==> src/verilog/sdc_pkg.sv <==
/*
 * constants and carrier types for the sysref divider configuration block.
 * assumes a 40 MHz system clock and a 32-bit apb register bus.
 */
package sdc_pkg;

	// register indices; the byte address is four times the index
	localparam logic [9:0] SDC_IDX_DIV_CTRL = 10'h018;
	localparam logic [9:0] SDC_IDX_POWER_BIAS_SYNC = 10'h019;
	localparam logic [9:0] SDC_IDX_PULSE_CTRL = 10'h01A;
	localparam logic [9:0] SDC_IDX_GLOBAL_DELAY = 10'h01B;
	localparam logic [9:0] SDC_IDX_VCXO_MOD_SRC = 10'h01C;
	localparam logic [9:0] SDC_IDX_LOCK_SDO = 10'h01F;
	localparam logic [9:0] SDC_IDX_STATUS = 10'h021;
	localparam logic [9:0] SDC_IDX_SOFT_RESET = 10'h070;

	// values after reset
	localparam logic [7:0] SDC_RST_DIV_CTRL = 8'h00;
	localparam logic [7:0] SDC_RST_POWER_BIAS_SYNC = 8'h40;
	localparam logic [7:0] SDC_RST_OTHER = 8'h00;

	// field positions
	localparam int SDC_POS_TOP = 6;
	localparam int SDC_POS_SECOND = 4;
	localparam int SDC_POS_MID_HI = 3;
	localparam int SDC_POS_MID_LO = 2;
	localparam int SDC_POS_LOW = 0;
	localparam int SDC_POS_POWER_DOWN = 7;
	localparam int SDC_POS_SOFT_RESET = 7;

	// divider stage ratios
	localparam int SDC_STAGES = 5;
	localparam logic [4:0] SDC_RATIO_BASE = 5'h02;
	localparam logic [4:0] SDC_RATIO_MID_SET = 5'h04;
	localparam logic [15:0] SDC_FIXED_RATIO = 16'h0002;

	// configuration handed to the rest of the sysref path
	typedef struct packed {
		logic power_down;
		logic bias_type;
		logic [5:0] sync;
		logic [7:0] pulse_count;
		logic [7:0] global_delay;
		logic [7:0] vcxo_out_mod_enable;
		logic sysref_input_source;
		logic sysref_gen_ctrl;
		logic sysref_out_ctrl;
		logic vcxo_lock_loss_mask;
		logic serial_out_active;
		logic vcxo_sysref_sel_hi;
		logic vcxo_sysref_sel_lo;
	} sdc_cfg_s;

endpackage

==> src/verilog/sdc_stage.sv <==
/*
 * one serial stage of the sysref divider: passes every n-th input tick.
 * assumes ratio is at least two and that ticks come as one-cycle pulses.
 */
`timescale 1ns/10ps
module sdc_stage (
	input wire logic sys_clk,
	input wire logic rst,
	input wire logic clr,
	input wire logic tick_in,
	input wire logic [4:0] ratio,
	output logic tick_out
);
	import sdc_pkg::*;

	logic [4:0] cnt;
	logic [4:0] next_cnt;
	wire logic wrap;

	// >= keeps the count bounded when software lowers the ratio mid-period
	assign wrap = (cnt >= ratio - 5'h01);

	always_comb begin
		next_cnt = cnt;
		if (tick_in) begin
			next_cnt = wrap ? 5'h00 : cnt + 5'h01;
		end
	end

	always_ff @(posedge sys_clk) begin
		if (rst || clr) begin
			cnt <= 5'h00;
			tick_out <= 1'b0;
		end else begin
			cnt <= next_cnt;
			tick_out <= tick_in && wrap;
		end
	end

endmodule

==> src/verilog/sdc_top.sv <==
/*
 * sysref divider configuration: apb register file and the divider cascade.
 * assumes apb signals synchronous to sys_clk and a synchronous reset.
 */
// Notes on behaviour
// - total ratio is two times stage ratios
// - top field codes select 2, 4, 8, 16
// - single-bit middle stages select 2 or 4
// - lowest field codes select 2 through 5
`timescale 1ns/10ps
module sdc_top (
	input wire logic sys_clk,
	input wire logic rst,
	input wire logic psel,
	input wire logic penable,
	input wire logic pwrite,
	input wire logic [11:0] paddr,
	input wire logic [31:0] pwdata,
	input wire logic [3:0] pstrb,
	output logic [31:0] prdata,
	output logic pready,
	output logic pslverr,
	output logic sysref_div_out,
	output sdc_pkg::sdc_cfg_s cfg
);
	import sdc_pkg::*;

	////////////////////////////////////////////////////////////////////////
	// register storage

	logic [7:0] sysref_divider_ctrl;
	logic [7:0] sysref_power_bias_sync;
	logic [7:0] sysref_pulse_ctrl;
	logic [7:0] sysref_global_delay;
	logic [7:0] vcxo_out_mod_and_sysref_src;
	logic [7:0] lock_block_serial_out_ctrl;
	logic [15:0] ratio_status;

	////////////////////////////////////////////////////////////////////////
	// apb decode

	wire logic [9:0] idx;
	wire logic aligned;
	wire logic access;
	wire logic wr_en;
	wire logic hit_div;
	wire logic hit_pbs;
	wire logic hit_pulse;
	wire logic hit_delay;
	wire logic hit_mod;
	wire logic hit_lock;
	wire logic hit_status;
	wire logic hit_rst;
	wire logic mapped;
	wire logic soft_reset;
	wire logic [7:0] wbyte;
	logic [31:0] next_prdata;

	assign idx = paddr[11:2];
	assign aligned = (paddr[1:0] == 2'h0);
	// one wait state: pready rises in the second access cycle
	assign access = psel && penable && !pready;
	assign wr_en = psel && penable && pready && pwrite && mapped && pstrb[0];
	assign wbyte = pwdata[7:0];
	assign hit_div = aligned && (idx == SDC_IDX_DIV_CTRL);
	assign hit_pbs = aligned && (idx == SDC_IDX_POWER_BIAS_SYNC);
	assign hit_pulse = aligned && (idx == SDC_IDX_PULSE_CTRL);
	assign hit_delay = aligned && (idx == SDC_IDX_GLOBAL_DELAY);
	assign hit_mod = aligned && (idx == SDC_IDX_VCXO_MOD_SRC);
	assign hit_lock = aligned && (idx == SDC_IDX_LOCK_SDO);
	assign hit_status = aligned && (idx == SDC_IDX_STATUS);
	assign hit_rst = aligned && (idx == SDC_IDX_SOFT_RESET);
	assign mapped = hit_div || hit_pbs || hit_pulse || hit_delay ||
		hit_mod || hit_lock || hit_status || hit_rst;
	// the soft reset bit never holds: it acts once and reads back as zero
	assign soft_reset = wr_en && hit_rst && wbyte[SDC_POS_SOFT_RESET];

	always_comb begin
		next_prdata = 32'h00000000;
		if (hit_div) begin
			next_prdata[7:0] = sysref_divider_ctrl;
		end else if (hit_pbs) begin
			next_prdata[7:0] = sysref_power_bias_sync;
		end else if (hit_pulse) begin
			next_prdata[7:0] = sysref_pulse_ctrl;
		end else if (hit_delay) begin
			next_prdata[7:0] = sysref_global_delay;
		end else if (hit_mod) begin
			next_prdata[7:0] = vcxo_out_mod_and_sysref_src;
		end else if (hit_lock) begin
			next_prdata[7:0] = lock_block_serial_out_ctrl;
		end else if (hit_status) begin
			next_prdata[16:0] = {sysref_div_out, ratio_status};
		end
	end

	always_ff @(posedge sys_clk) begin
		if (rst) begin
			pready <= 1'b0;
			pslverr <= 1'b0;
			prdata <= 32'h00000000;
		end else begin
			pready <= access;
			pslverr <= access && !mapped;
			prdata <= (access && !pwrite) ? next_prdata : 32'h00000000;
		end
	end

	always_ff @(posedge sys_clk) begin
		if (rst || soft_reset) begin
			sysref_divider_ctrl <= SDC_RST_DIV_CTRL;
			sysref_power_bias_sync <= SDC_RST_POWER_BIAS_SYNC;
			sysref_pulse_ctrl <= SDC_RST_OTHER;
			sysref_global_delay <= SDC_RST_OTHER;
			vcxo_out_mod_and_sysref_src <= SDC_RST_OTHER;
			lock_block_serial_out_ctrl <= SDC_RST_OTHER;
		end else if (wr_en) begin
			if (hit_div) begin
				sysref_divider_ctrl <= wbyte;
			end
			if (hit_pbs) begin
				sysref_power_bias_sync <= wbyte;
			end
			if (hit_pulse) begin
				sysref_pulse_ctrl <= wbyte;
			end
			if (hit_delay) begin
				sysref_global_delay <= wbyte;
			end
			if (hit_mod) begin
				vcxo_out_mod_and_sysref_src <= wbyte;
			end
			if (hit_lock) begin
				lock_block_serial_out_ctrl <= wbyte;
			end
		end
	end

	////////////////////////////////////////////////////////////////////////
	// stage ratio decode

	wire logic [1:0] sysref_div_select_top;
	wire logic [1:0] sysref_div_select_second;
	wire logic [1:0] sysref_div_select_low;
	wire logic [4:0] ratio [SDC_STAGES];
	wire logic power_down;
	wire logic [15:0] next_ratio_status;

	assign sysref_div_select_top = sysref_divider_ctrl[SDC_POS_TOP +: 2];
	assign sysref_div_select_second = sysref_divider_ctrl[SDC_POS_SECOND +: 2];
	assign sysref_div_select_low = sysref_divider_ctrl[SDC_POS_LOW +: 2];
	assign ratio[0] = SDC_RATIO_BASE << sysref_div_select_top;
	assign ratio[1] = SDC_RATIO_BASE + {3'h0, sysref_div_select_second};
	assign ratio[2] = sysref_divider_ctrl[SDC_POS_MID_HI] ?
		SDC_RATIO_MID_SET : SDC_RATIO_BASE;
	assign ratio[3] = sysref_divider_ctrl[SDC_POS_MID_LO] ?
		SDC_RATIO_MID_SET : SDC_RATIO_BASE;
	assign ratio[4] = SDC_RATIO_BASE + {3'h0, sysref_div_select_low};
	assign power_down = sysref_power_bias_sync[SDC_POS_POWER_DOWN];
	// largest product is 12800, so sixteen bits never overflow
	assign next_ratio_status = SDC_FIXED_RATIO * {11'h000, ratio[0]} *
		{11'h000, ratio[1]} * {11'h000, ratio[2]} *
		{11'h000, ratio[3]} * {11'h000, ratio[4]};

	////////////////////////////////////////////////////////////////////////
	// divider cascade; the fixed divide-by-two is the output toggle

	wire logic [SDC_STAGES:0] tick;

	assign tick[0] = 1'b1;

	genvar g;
	generate
		for (g = 0; g < SDC_STAGES; g = g + 1) begin : g_stage
			sdc_stage u_stage (
				.sys_clk(sys_clk),
				.rst(rst),
				.clr(power_down),
				.tick_in(tick[g]),
				.ratio(ratio[g]),
				.tick_out(tick[g+1])
			);
		end
	endgenerate

	always_ff @(posedge sys_clk) begin
		if (rst) begin
			sysref_div_out <= 1'b0;
			ratio_status <= 16'h0000;
		end else begin
			ratio_status <= next_ratio_status;
			if (power_down) begin
				sysref_div_out <= 1'b0;
			end else if (tick[SDC_STAGES]) begin
				sysref_div_out <= !sysref_div_out;
			end
		end
	end

	////////////////////////////////////////////////////////////////////////
	// configuration outputs

	always_ff @(posedge sys_clk) begin
		if (rst) begin
			cfg <= '0;
		end else begin
			cfg.power_down <= sysref_power_bias_sync[7];
			cfg.bias_type <= sysref_power_bias_sync[6];
			cfg.sync <= sysref_power_bias_sync[5:0];
			cfg.pulse_count <= sysref_pulse_ctrl;
			cfg.global_delay <= sysref_global_delay;
			cfg.vcxo_out_mod_enable <= {vcxo_out_mod_and_sysref_src[7:4],
				lock_block_serial_out_ctrl[3:0]};
			cfg.sysref_input_source <= vcxo_out_mod_and_sysref_src[2];
			cfg.sysref_gen_ctrl <= vcxo_out_mod_and_sysref_src[1];
			cfg.sysref_out_ctrl <= vcxo_out_mod_and_sysref_src[0];
			cfg.vcxo_lock_loss_mask <= lock_block_serial_out_ctrl[7];
			cfg.serial_out_active <= lock_block_serial_out_ctrl[6];
			cfg.vcxo_sysref_sel_hi <= lock_block_serial_out_ctrl[5];
			cfg.vcxo_sysref_sel_lo <= lock_block_serial_out_ctrl[4];
		end
	end

endmodule

==> config.mk <==
export PLATFORM = sky130hd
export DESIGN_NAME = sdc_top
export DESIGN_NICKNAME = d
export VERILOG_FILES = /design/src/verilog/sdc_pkg.sv /design/src/verilog/sdc_stage.sv /design/src/verilog/sdc_top.sv
export SDC_FILE = /design/constraint.sdc
export NUM_CORES = 1
export LEC_CHECK = 0
export BUFFER_PORTS_ARGS = -buffer_cell sky130_fd_sc_hd__buf_2
export CORE_MARGIN = 4
export CORE_UTILIZATION = 40
export DETAILED_ROUTE_END_ITERATION = 6
export GPL_ROUTABILITY_DRIVEN = 0
export MAX_ROUTING_LAYER = met4
export REMOVE_ABC_BUFFERS = 1
export SETUP_SLACK_MARGIN = 0.5
export SYNTH_ARGS = -nofsm -noshare
export SYNTH_HDL_FRONTEND = slang
export SYNTH_SLANG_ARGS = --single-unit
==> constraint.sdc <==
create_clock -name sys_clk -period 11.6 [get_ports sys_clk]
set_input_delay 0.58 -clock sys_clk [delete_from_list [all_inputs] [get_ports sys_clk]]
set_output_delay 0.58 -clock sys_clk [all_outputs]
set_load 0.02 [all_outputs]
==> out/summary.md, run 1 <==
* complete, no violations — result of the run
* 5,381 — via count
* 149 — number of storage elements in the synthesis netlist
* 0 — Final Hold Violating Endpoints
* 0.51 ns — CP peak stage delay
* flip-flop to flip-flop — class of the tightest hold or removal check
* 6.0% — Logic pwr share
* 24.7% — Sw Ratio
* 1,064 — placed instance count
* 25,200 µm — global-route wire length before repair
* 60 — Synth cell types
* 149 — Clock Sinks
* 46.2% — sequential fraction of design power
* 143 µm — die outline width
* 20,400 µm² — Die ar.
* dfxtp_1 — most frequently used cell type in the post-synthesis netlist
* 785 — number of instances in the synthesized netlist
* dfxtp_1 — most instantiated flip-flop cell in the synthesis netlist
* 0 — antenna violations before repair
* 41.4% — Initial Utilization
* flip-flop to flip-flop — Critical Setup Path Class
* 0.00113 W — Tot Pwr
* 54.3% — final worst path period share
* 84 — count of input and output buffers
* 0 ns — setup_tns
* dfxtp_1 — CP max stage cell
* 15,000 µm — wirelength, routed
* 0 — final number of max-transition violations
* ha_1 — Most Frequent Cell on Critical Path
* 41.1% — area share of the leading cell type in the synthesized netlist
* 159 MHz — maximum clock frequency
* 0% — fraction of synthesis flops using an asynchronous set or reset pin
* 0.07 ns — CTS clk-pin slew, worst paths
* 9.24 µm² — syn avg cell area
* 47.7% — Layout Utilization
* 49 — pin count of the biggest net entering global routing
* yes — CTS tree
* 5,219 — vias in the first global route
* 3.78 nW — static leakage power
* 15.4% — share of post-route cells with drive strength above 1
* 0.0115 ns — maximum clock skew at final layout
* dfxtp_1 — post-synth top area cell
* dfxtp_1, mux2i_1, ha_1, nor2_1, nor2b_1 — cell types with the largest area share after synthesis
* 0 — setup violators final
* 7780 µm² — DP Area
* 10,900 µm — half-perimeter wire length after placement
* 17,500 µm² — area of the core
* 4.91 — routed vias/inst
* 0.42 ns — clock latency on the worst-skew pair
* 0 — # Post-CTS Setup Buffers
* 48 — row count
* 0 — CTS Hold Buffers Added
* 0 — EDFF count, synth
* 0 — DRC violation count after routing
* 8360 µm² — Non-Filler Cell Area, Final
* flip-flop — Setup crit end kind
* 17 — Num CTS Buffers
* 4 — number of H-tree branching levels
* 0 — total of cells resized after clock tree synthesis
* 47.9% — part of the power in the clock network
* 2 — worst path buffer plus inverter count
* 2980 µm² — register area
* dfxtp_1, nor2_1, mux2i_1 — leading cell types by count after synthesis
* 15.7% — all-layer global routing usage
* 6.29 ns — final critical delay including setup and external delays
* false — setup repair after global routing missed its margin
* clkbuf_16 — Root Buffer Master
* 0.000849 W — internal power of the cells
* 5.31 ns — Register-to-Register Setup Slack
* 1.01 ns — Worst Max-Slew Pin Slew
* 0 — global-route congestion overflow total
* 0 — Antenna Violating Nets Remaining
* 7250 µm² — post-synthesis instance area
* 0.000279 W — switching pwr
* 6.60 ns — CP arrival
* adder cells — kind of cell adding the most delay to the critical path
* 11.90 ns — required time of the critical path
* 4 — detailed-router iteration count before antenna repair
* 0 — max-cap violations
* 135 nW/µm² — Pwr Density
* 32.7% — worst-case headroom to the max-slew limit
* 0.0000965 V — maximum vdd ir drop
* 262 — DRC marker count from the first detailed-route iteration
* flip-flop — category of the worst setup path launch point
* 13.7 µm — Routed WL per cell
* 15.3% — layout overhead on the synthesized area
* 143 µm — overall die height
* 10 — maximum fanout encountered on the critical timing path
* 127 — I/O pin count
* 41.1% — sequential fraction of the synthesis area
* 967 — net count of the finished layout
* 3980 µm² — area taken by multi-input logic gates
* 2 — largest buffer count on any clock path
* 1,706 — count of fill cells added during filler insertion
* 0 — Ys Warns
* 1,097 — Layout Cells excl Fill
cell type report:
cell class / count / area share, %
Multi-Input combinational cell: 578 / 47.6
Timing Repair Buffer: 87 / 5.30
Tap cell: 225 / 3.37
Inverter: 25 / 1.12
Sequential cell: 149 / 35.7
Clock inverter: 14 / 1.66
Antenna cell: 1 / 0.0299
Clock buffer: 18 / 5.25
worst paths after layout:
check,depth (start not counted),to,startpoint
worst max-delay path,27,ratio_status[15],sysref_divider_ctrl[6]
worst max register to register,27,ratio_status[15],sysref_divider_ctrl[6]
worst min-delay path,1,prdata[14],ratio_status[14]
worst min register to register,1,prdata[14],ratio_status[14]
cells by family after synthesis:
group	count (synthesis)	synth area share, %
multiplexers	69	9.57
AO/OA/AOI/OAI	90	8.07
buffers and inverters	80	5.23
other	2	0.104
flip-flops	149	41.1
XOR/XNOR	39	4.71
adder cells (fa/ha/maj)	56	10.3
AND/OR/NAND/NOR	300	20.9
power groups by stage:
stage | logic, W | clock network (W) | registers [W]
4_1_cts | 0.0000679 | 0.000552 | 0.000521
3_5_place_dp | 0.0000671 | 0 | 0.000532
5_1_grt | 0.0000770 | 0.000574 | 0.000521
6_report | 0.0000674 | 0.000540 | 0.000521
3_3_place_gp | 0.0000669 | 0 | 0.000532
2_1_floorplan | 0.0000447 | 0 | 0.000532
metrics by stage:
step,hold slack (ns),worst slack (ns)
floorplan,0.406,5.86
global placement,0.411,5.33
detailed placement,0.413,5.32
CTS,0.422,5.26
global route,0.437,4.59
finish,0.418,5.31
per-layer routing:
layer | track usage, % | up-vias | share of wire, %
met3 | 3.62 | 19 | 5.5
li1 | - | 2771 | -
met4 | 5.45 | 0 | 1.5
met5 | - | - | 0
met2 | 25.2 | 123 | 46
met1 | 19.6 | 2468 | 48
layout by cell type (no fill, tap or decap), types with 2 or more instances in the layout:
cell type   Yosys  routed
nand2b_1       10      10
and3_1          4       4
a21o_1          4       4
buf_4          16       3
xnor2_1        18      18
a21oi_1        34      34
or4_1           2       2
nor4_1          2       2
mux2_2          2       2
clkinvlp_4      0       2
clkinv_2        0       2
nand3_1        16      16
inv_6           0       6
o21a_1          2       2
nand2_1        33      33
mux2i_1        66      66
nor2b_1        54      54
or3_1           3       3
o21ai_0        20      20
dfxtp_1       149     149
xor2_1         21      21
fa_1            6       6
inv_8           0       2
and3b_1         2       2
nor2_1        123     123
inv_1          22      22
a222oi_1        7       7
conb_1          2      24
and2_1         18      18
clkbuf_16       0      17
a221oi_1        4       4
ha_1           50      50
clkinv_1        2       2
buf_2           3      84
nand4_1        10      10
nor4_4          2       2
o41ai_1         2       2
o211ai_1        3       3
nor3_1         13      13
sequential cells by signal, summed over array words and instances, names as in the netlist:
name,cells
cfg,39
g_stage.u_stage.cnt,25
prdata,17
ratio_status,12
lock_block_serial_out_ctrl,8
sysref_divider_ctrl,8
sysref_global_delay,8
sysref_power_bias_sync,8
sysref_pulse_ctrl,8
vcxo_out_mod_and_sysref_src,8
g_stage.u_stage.tick_out,5
pready,1
pslverr,1
sysref_div_out,1
No activity file was read; power rests on OpenSTA's default activity.
==> run 2: changes to the inputs <==
--- a/config.mk
+++ b/config.mk
@@ -5,6 +5,7 @@
 export SDC_FILE = /design/constraint.sdc
 export NUM_CORES = 1
 export LEC_CHECK = 0
+export ABC_AREA = 1
 export BUFFER_PORTS_ARGS = -buffer_cell sky130_fd_sc_hd__buf_2
 export CORE_MARGIN = 4
 export CORE_UTILIZATION = 40
==> constraint.sdc (replaced) <==
create_clock -name sys_clk -period 6.2 [get_ports sys_clk]
set_input_delay 0.31 -clock sys_clk [delete_from_list [all_inputs] [get_ports sys_clk]]
set_output_delay 0.31 -clock sys_clk [all_outputs]
set_load 0.02 [all_outputs]
==> run 2 against run 1 <==
Against the previous run: die area is 2.4% higher; clock power grew 94%; fmax is 19% higher; largest cell class unchanged; non-clock buffer count is 8 higher; sequential power up 87%; count of clock-buffer cells in the layout increased by 3.
==> out/summary.md, run 2 <==
* 4.68 — routed vias/inst, -4.6%
* ratio_status[15] — worst reg2reg path endpoint
* 4 — number of H-tree branching levels, unchanged
* 0 ns — setup_tns, unchanged
* 27.8% — met2 track utilization from global routing, +2.6 points
* 41.0% — Initial Utilization, -0.38 points
* flip-flop — Setup crit end kind
* cfg: 39 flops, g_stage.u_stage.cnt: 25 flops, prdata: 17 flops — largest registers
* 0 — Ys Warns, unchanged
* fa_1 — CP max stage cell
* 3820 µm² — area taken by multi-input logic gates, -4.1%
* dfxtp_1, ha_1, inv_1, nand2_1, nor2_1 — cell types with the largest area share after synthesis
* 0 — max-cap violations, unchanged
* 0.43 ns — clock latency on the worst-skew pair, about the same
* dfxtp_1 — most frequently used cell type in the post-synthesis netlist
* 0 — Antenna Violating Nets Remaining, unchanged
* 12.9 µm — Routed WL per cell, -5.5%
* 0 — EDFF count, synth, unchanged
* 144 µm — die outline width, +1.2%
* false — setup repair after global routing missed its margin
* 20,800 µm² — Die ar., +2.4%
* 45.2% — worst-case headroom to the max-slew limit, +13 points
* 189 MHz — maximum clock frequency, +19%
* 149 — Clock Sinks, unchanged
* input port to flip-flop — class of the tightest hold or removal check
* 1,148 — net count of the finished layout, +19%
* 12,100 µm — half-perimeter wire length after placement, +11%
* 49 — row count, +2.1%
* 0 — setup violators final, unchanged
* 16,500 µm — wirelength, routed, +10%
* 84 — count of input and output buffers, unchanged
* 247 nW/µm² — Pwr Density, +83%
* 5.29 ns — final critical delay including setup and external delays, -1.01 ns
* 239 — DRC marker count from the first detailed-route iteration, -8.8%
* 7440 µm² — post-synthesis instance area, +2.5%
* 3.97% — met3 usage, +0.35 points
* 5,994 — via count, +11%
* 39 — number of flip-flops under the largest register name, unchanged
* 0 — antenna violations before repair, unchanged
* 1,788 — count of fill cells added during filler insertion, +4.8%
* 0 — global-route congestion overflow total, unchanged
* 48.3% — Layout Utilization, +0.62 points
* 3.98 nW — static leakage power, +5.1%
* 40.1% — sequential fraction of the synthesis area, -1.0 points
* 0 — ANT cells, -1
* 127 — I/O pin count, unchanged
* clkbuf_16 — Root Buffer Master
* nand2_1 — Most Frequent Cell on Critical Path
* 17.9% — layout overhead on the synthesized area
* flip-flop to flip-flop — Critical Setup Path Class
* dfxtp_1 — post-synth top area cell
* complete, no violations — result of the run
* 6.57 ns — required time of the critical path, -5.33 ns
* met2 — GR peak layer
* sysref_divider_ctrl[6] — start point of the critical path
* 0.821 ns — Worst Max-Slew Pin Slew, -0.189 ns
* 0 — CTS Hold Buffers Added, unchanged
* 16.8% — all-layer global routing usage, +1.1 points
* 0% — fraction of synthesis flops using an asynchronous set or reset pin, unchanged
* dfxtp_1, inv_1, nand2_1 — leading cell types by count after synthesis
* 35 — pin count of the biggest net entering global routing, -29%
* 5,711 — vias in the first global route, +9.4%
* 7.82 µm² — syn avg cell area, -15%
* 0.91 ns — Register-to-Register Setup Slack, -4.39 ns
* 0 — Final Hold Violating Endpoints, unchanged
* 0.000194 V — maximum vdd ir drop, +100%
* 149 — number of storage elements in the synthesis netlist, unchanged
* 85.3% — final worst path period share, +31 points
* cfg — top register by number of flip-flops
* yes — CTS tree
* 0.0100 ns — maximum clock skew at final layout, -0.00151 ns
* 5 — detailed-router iteration count before antenna repair, +1
* 18,100 µm² — area of the core, +3.5%
* 2 — largest buffer count on any clock path, unchanged
* 5.66 ns — CP arrival, -0.94 ns
* dfxtp_1 — most instantiated flip-flop cell in the synthesis netlist
* 40.1% — area share of the leading cell type in the synthesized netlist, -1.0 points
* dfxtp_1, inv_1, nand2_1 — commonest cells after routing, fill and taps aside
* 951 — number of instances in the synthesized netlist, +21%
* 19.2% — share of post-route cells with drive strength above 1, +3.8 points
* dfxtp_1 — most common cell after layout, fill and taps aside
* 20.8% — GRT met1 Usage, +1.2 points
* 2990 µm² — register area, +0.38%
* 0 — DRC violation count after routing, unchanged
* ratio_status[15] — endpoint of the worst setup timing path
* 0 — final number of max-transition violations, unchanged
* 0.46 ns — CP peak stage delay, -0.05 ns
* 17 — Num CTS Buffers, unchanged
* 27,100 µm — global-route wire length before repair, +7.5%
* 50 — Synth cell types, -17%
* sysref_divider_ctrl[6] — startpoint of the worst register-to-register path
* 34 — cells on worst reg2reg path, +26%
* flip-flop — category of the worst setup path launch point
* 144 µm — overall die height, +1.2%
* 0.06 ns — CTS clk-pin slew, worst paths, about the same
* 8 — maximum fanout encountered on the critical timing path, -2
-- run 2: changes by cell type after synthesis, moves of 16 or more --
cell,change
a21oi_1,+47
and2_1,-18
clkbuf_1,-16
inv_1,+115
mux2i_1,-62
nand2_1,+95
nor2b_1,-54
o21ai_0,+44
-- run 2: where the power goes --
| part | internal [W] | switching, W | total [W] |
|---|---|---|---|
| clock | 0.000622 | 0.000425 | 0.00105 |
| sequential | 0.000966 | 0.00000726 | 0.000973 |
| combinational | 0.0000491 | 0.0000933 | 0.000142 |
| total | 0.00164 | 0.000526 | 0.00216 |
-- run 2: routing by layer --
layer / routed length, µm / share of wire, %
met1: 7900 / 48
met2: 7690 / 46
met3: 788 / 4.8
met4: 165 / 1.0
met5: 0 / 0
-- run 2: cell families after synthesis --
kind of cell	count (synthesis)	share of synthesized area (%)
AND/OR/NAND/NOR	331	20.9
adder cells (fa/ha/maj)	56	10.0
flip-flops	149	40.1
multiplexers	4	0.538
XOR/XNOR	16	1.88
AO/OA/AOI/OAI	197	14.8
other	2	0.101
buffers and inverters	196	11.6
-- run 2: final cells by class --
type	instances	area share (%)
multi-input cells	628	43.6
repair buffers	95	5.74
inverters	148	6.45
clock inverters	11	1.57
flip-flops and latches	149	34.2
clock buffers	21	5.25
well taps	229	3.27
-- run 2: worst min-delay path by stage --
stage	from	endpoint	slack (ns)	cells after the start
2_1_floorplan	rst	ratio_status[7]	0.38	1
3_3_place_gp	ratio_status[9]	prdata[9]	0.40	2
3_5_place_dp	ratio_status[10]	prdata[10]	0.40	2
4_1_cts	penable	pready	0.14	3
5_1_grt	psel	pready	0.16	3
6_report	penable	pready	0.16	3
-- run 2: worst max-delay path: cells and delay by family, from the launching register on --
kind,cells,cell delay [ns]
XOR/XNOR,1,0.14
AO/OA/AOI/OAI,6,0.55
AND/OR/NAND/NOR,17,1.71
buffers and inverters,3,0.24
flip-flops,1,0.37
adder cells (fa/ha/maj),7,2.22
-- run 2: repair_timing --
item                                    in CTS  in global routing
setup buffers                                0                  7
endpoints found under the setup margin       1                  3
pin swaps                                    0                 25
resized for setup                            1                 41
-- run 2: metrics by stage --
step,instances,setup WS (ns),cell area (µm²),hold WS (ns),power (W)
after floorplan,925,1.08,7220,0.377,0.00108
after global placement,1242,0.548,7960,0.401,0.00112
after detailed placement,1242,0.470,7960,0.403,0.00113
after CTS,1274,0.537,8560,0.144,0.00218
after global routing,1281,0.464,8770,0.161,0.00225
final,1281,0.913,8770,0.157,0.00216
==> run 3: changes to the inputs <==
--- a/config.mk
+++ b/config.mk
@@ -7,11 +7,13 @@
 export LEC_CHECK = 0
 export ABC_AREA = 1
 export BUFFER_PORTS_ARGS = -buffer_cell sky130_fd_sc_hd__buf_2
+export CORE_ASPECT_RATIO = 0.75
 export CORE_MARGIN = 4
 export CORE_UTILIZATION = 40
 export DETAILED_ROUTE_END_ITERATION = 6
 export GPL_ROUTABILITY_DRIVEN = 0
 export MAX_ROUTING_LAYER = met4
+export RECOVER_POWER = 100
 export REMOVE_ABC_BUFFERS = 1
 export SETUP_SLACK_MARGIN = 0.5
 export SYNTH_ARGS = -nofsm -noshare
==> constraint.sdc (replaced) <==
create_clock -name sys_clk -period 5.4 [get_ports sys_clk]
set_input_delay 0.27 -clock sys_clk [delete_from_list [all_inputs] [get_ports sys_clk]]
set_output_delay 0.27 -clock sys_clk [all_outputs]
set_load 0.02 [all_outputs]
==> run 3 against run 2 <==
Against the previous run: sequential share of layout area down 1.5 points; wire length up 7.3%; sequential cell count unchanged; cell area up 4.7%; clock power up 11%; sequential power up 15%; cell count up 4.0%; die area up 0.10%; hold slack worse by 0.053 ns.
==> out/summary.md, run 3 (synthesized netlist as in run 2, its figures left out) <==
* complete, no violations — result of the run
* yes — CTS tree
* 0 — CTS Hold Buffers Added, unchanged
* 8100 µm² — DP Area, +1.8%
* 47.1% — part of the power in the clock network, -1.3 points
* 0 — global-route congestion overflow total, unchanged
* 17,700 µm — wirelength, routed, +7.3%
* 393 — DRC marker count from the first detailed-route iteration, +64%
* 35 — cells on worst reg2reg path, +2.9%
* cfg: 39 flops, g_stage.u_stage.cnt: 25 flops, prdata: 17 flops — largest registers
* 0 — final number of max-transition violations, unchanged
* 0.00784 ns — maximum clock skew at final layout, -0.00216 ns
* 44.9% — sequential fraction of design power, about the same
* 1,332 — Layout Cells excl Fill, +4.0%
* 0 — setup violators final, unchanged
* 165 µm — die outline width, +15%
* 16.4% — worst-case headroom to the max-slew limit, -29 points
* 271 nW/µm² — Pwr Density, +9.8%
* cfg — top register by number of flip-flops
* 2 — largest buffer count on any clock path, unchanged
* 0 — Final Hold Violating Endpoints, unchanged
* 3 — cell depth of the worst min-delay path, unchanged
* penable — worst hold path startpoint
* 0 — ANT cells, unchanged
* 0.49 ns — CP peak stage delay, +0.03 ns
* ratio_status[15] — worst reg2reg path endpoint
* 3.94 nW — static leakage power, -0.88%
* 1,272 — placed instance count, +2.4%
* 191 MHz — maximum clock frequency, +1.0%
* 26.0% — Sw Ratio, +1.7 points
* 5 — maximum fanout encountered on the critical timing path, -3
* 20,900 µm² — Die ar., +0.10%
* 9180 µm² — Non-Filler Cell Area, Final, +4.7%
* 0.000645 W — switching pwr, +23%
* 0.000160 V — maximum vdd ir drop, -18%
* 3980 µm² — area taken by multi-input logic gates, +4.2%
* 5.76 ns — required time of the critical path, -0.81 ns
* 0 — DRC violation count after routing, unchanged
* 0 — antenna violations before repair, unchanged
* 84 — count of input and output buffers, unchanged
* 0.00184 W — internal power of the cells, +12%
* 23.4% — layout overhead on the synthesized area
* 1.24 ns — Worst Max-Slew Pin Slew, +0.423 ns
* flip-flop — Setup crit end kind
* 13.3 µm — Routed WL per cell, +3.2%
* 12,400 µm — half-perimeter wire length after placement, +2.4%
* 17.6% — all-layer global routing usage, +0.73 points
* adder cells — kind of cell adding the most delay to the critical path
* sysref_divider_ctrl[5] — startpoint of the worst register-to-register path
* 5,843 — vias in the first global route, +2.3%
* flip-flop to flip-flop — Critical Setup Path Class
* 5.60 ns — CP arrival, -0.06 ns
* 96.9% — final worst path period share, +12 points
* 17 — Num CTS Buffers, unchanged
* 39 — number of flip-flops under the largest register name, unchanged
* 4.74 — routed vias/inst, +1.2%
* nand2_2 — Most Frequent Cell on Critical Path
* clkbuf_16 — Root Buffer Master
* 0 — max-cap violations, unchanged
* flip-flop — category of the worst setup path launch point
* 0 — Antenna Violating Nets Remaining, unchanged
* 5.23 ns — final critical delay including setup and external delays, -0.0546 ns
* 5 — detailed-router iteration count before antenna repair, unchanged
* 0.17 ns — Register-to-Register Setup Slack, -0.75 ns
* 6,309 — via count, +5.3%
* 28,600 µm — global-route wire length before repair, +5.6%
* pready — Hold EP
* 4 — number of H-tree branching levels, unchanged
* 1,732 — count of fill cells added during filler insertion, -3.1%
* 2990 µm² — register area, unchanged
* fa_1 — CP max stage cell
* 42 — row count, -14%
* 17,900 µm² — area of the core, -1.3%
* 0.43 ns — clock latency on the worst-skew pair, about the same
* 6 — worst path buffer plus inverter count, +3
* 46 — pin count of the biggest net entering global routing, +31%
* input port to flip-flop — class of the tightest hold or removal check
* 127 — I/O pin count, unchanged
* 0.00249 W — Tot Pwr, +15%
* 19.2% — share of post-route cells with drive strength above 1, -0.027 points
* 7.9% — Logic pwr share, +1.3 points
* 149 — Clock Sinks, unchanged
* dfxtp_1 — most common cell after layout, fill and taps aside
* dfxtp_1, inv_1, nor2_1 — commonest cells after routing, fill and taps aside
* 41.5% — Initial Utilization, +0.52 points
* 0.07 ns — CTS clk-pin slew, worst paths, about the same
* true — setup repair after global routing missed its margin
* 1,186 — net count of the finished layout, +3.3%
* 126 µm — overall die height, -13%
-- run 3: cell count changes in the layout (fill, tap and decap cells not counted), sizes merged --
| cell | before | now |
|---|---|---|
| buf | 95 | 74 |
| bufinv | 2 | 1 |
| clkbuf | 21 | 77 |
| clkinv | 2 | 5 |
| clkinvlp | 3 | 1 |
| inv | 152 | 155 |
-- run 3: layout make-up --
class                      instances  area share (%)
multi-input combinational        628            43.3
sequential                       149            32.6
timing repair buffer             133            8.07
inverter                         148            6.22
clock buffer                      18            4.68
tap                              242            3.30
clock inverter                    14            1.77
-- run 3: repair_timing --
item / CTS / global route
buffers inserted: 24 / 4
resized for setup: 50 / 47
pin swaps: 28 / 23
endpoints found under the setup margin: 5 / 5
cloned: 0 / 0
-- run 3: power by group through the flow --
| stage | clock, W | combinational, W | sequential (W) |
|---|---|---|---|
| floorplan | 0 | 0.000101 | 0.00114 |
| global placement | 0 | 0.000155 | 0.00114 |
| detailed placement | 0 | 0.000157 | 0.00114 |
| CTS | 0.00120 | 0.000182 | 0.00112 |
| global route | 0.00124 | 0.000223 | 0.00112 |
| finish | 0.00117 | 0.000197 | 0.00112 |
-- run 3: tightest hold or removal path, cell delays in order --
cell     delay (ns)
buf_2          0.09
nand2_1        0.07
nor3_1         0.05
-- run 3: worst max path at each step --
stage	from	endpoint	slack, ns	cells after the start
2_1_floorplan	sysref_divider_ctrl[6]	ratio_status[15]	0.28	37
3_3_place_gp	sysref_divider_ctrl[7]	ratio_status[15]	-0.05	39
3_5_place_dp	sysref_divider_ctrl[6]	ratio_status[15]	-0.12	37
4_1_cts	sysref_divider_ctrl[7]	ratio_status[15]	0.24	39
5_1_grt	sysref_divider_ctrl[5]	ratio_status[15]	-0.25	38
6_report	sysref_divider_ctrl[5]	ratio_status[15]	0.17	35
-- run 3: per-layer routing --
metal	vias up	global-route usage (%)	wire, µm
li1	3281	-	-
met1	2830	24.0	8770
met2	176	25.6	7460
met3	22	4.93	1250
met4	0	4.51	261
met5	-	-	0
-- run 3: stage by stage --
step           utilization (%)  hold slack [ns]  worst slack (ns)  setup TNS, ns
4_1_cts                   50.4           0.0945             0.243              0
3_5_place_dp              45.2            0.399            -0.118         -0.118
3_3_place_gp              45.2            0.405           -0.0463        -0.0463
5_1_grt                   51.2            0.146            -0.255         -0.255
6_report                  51.2            0.104             0.167              0
2_1_floorplan                -            0.337             0.276              0
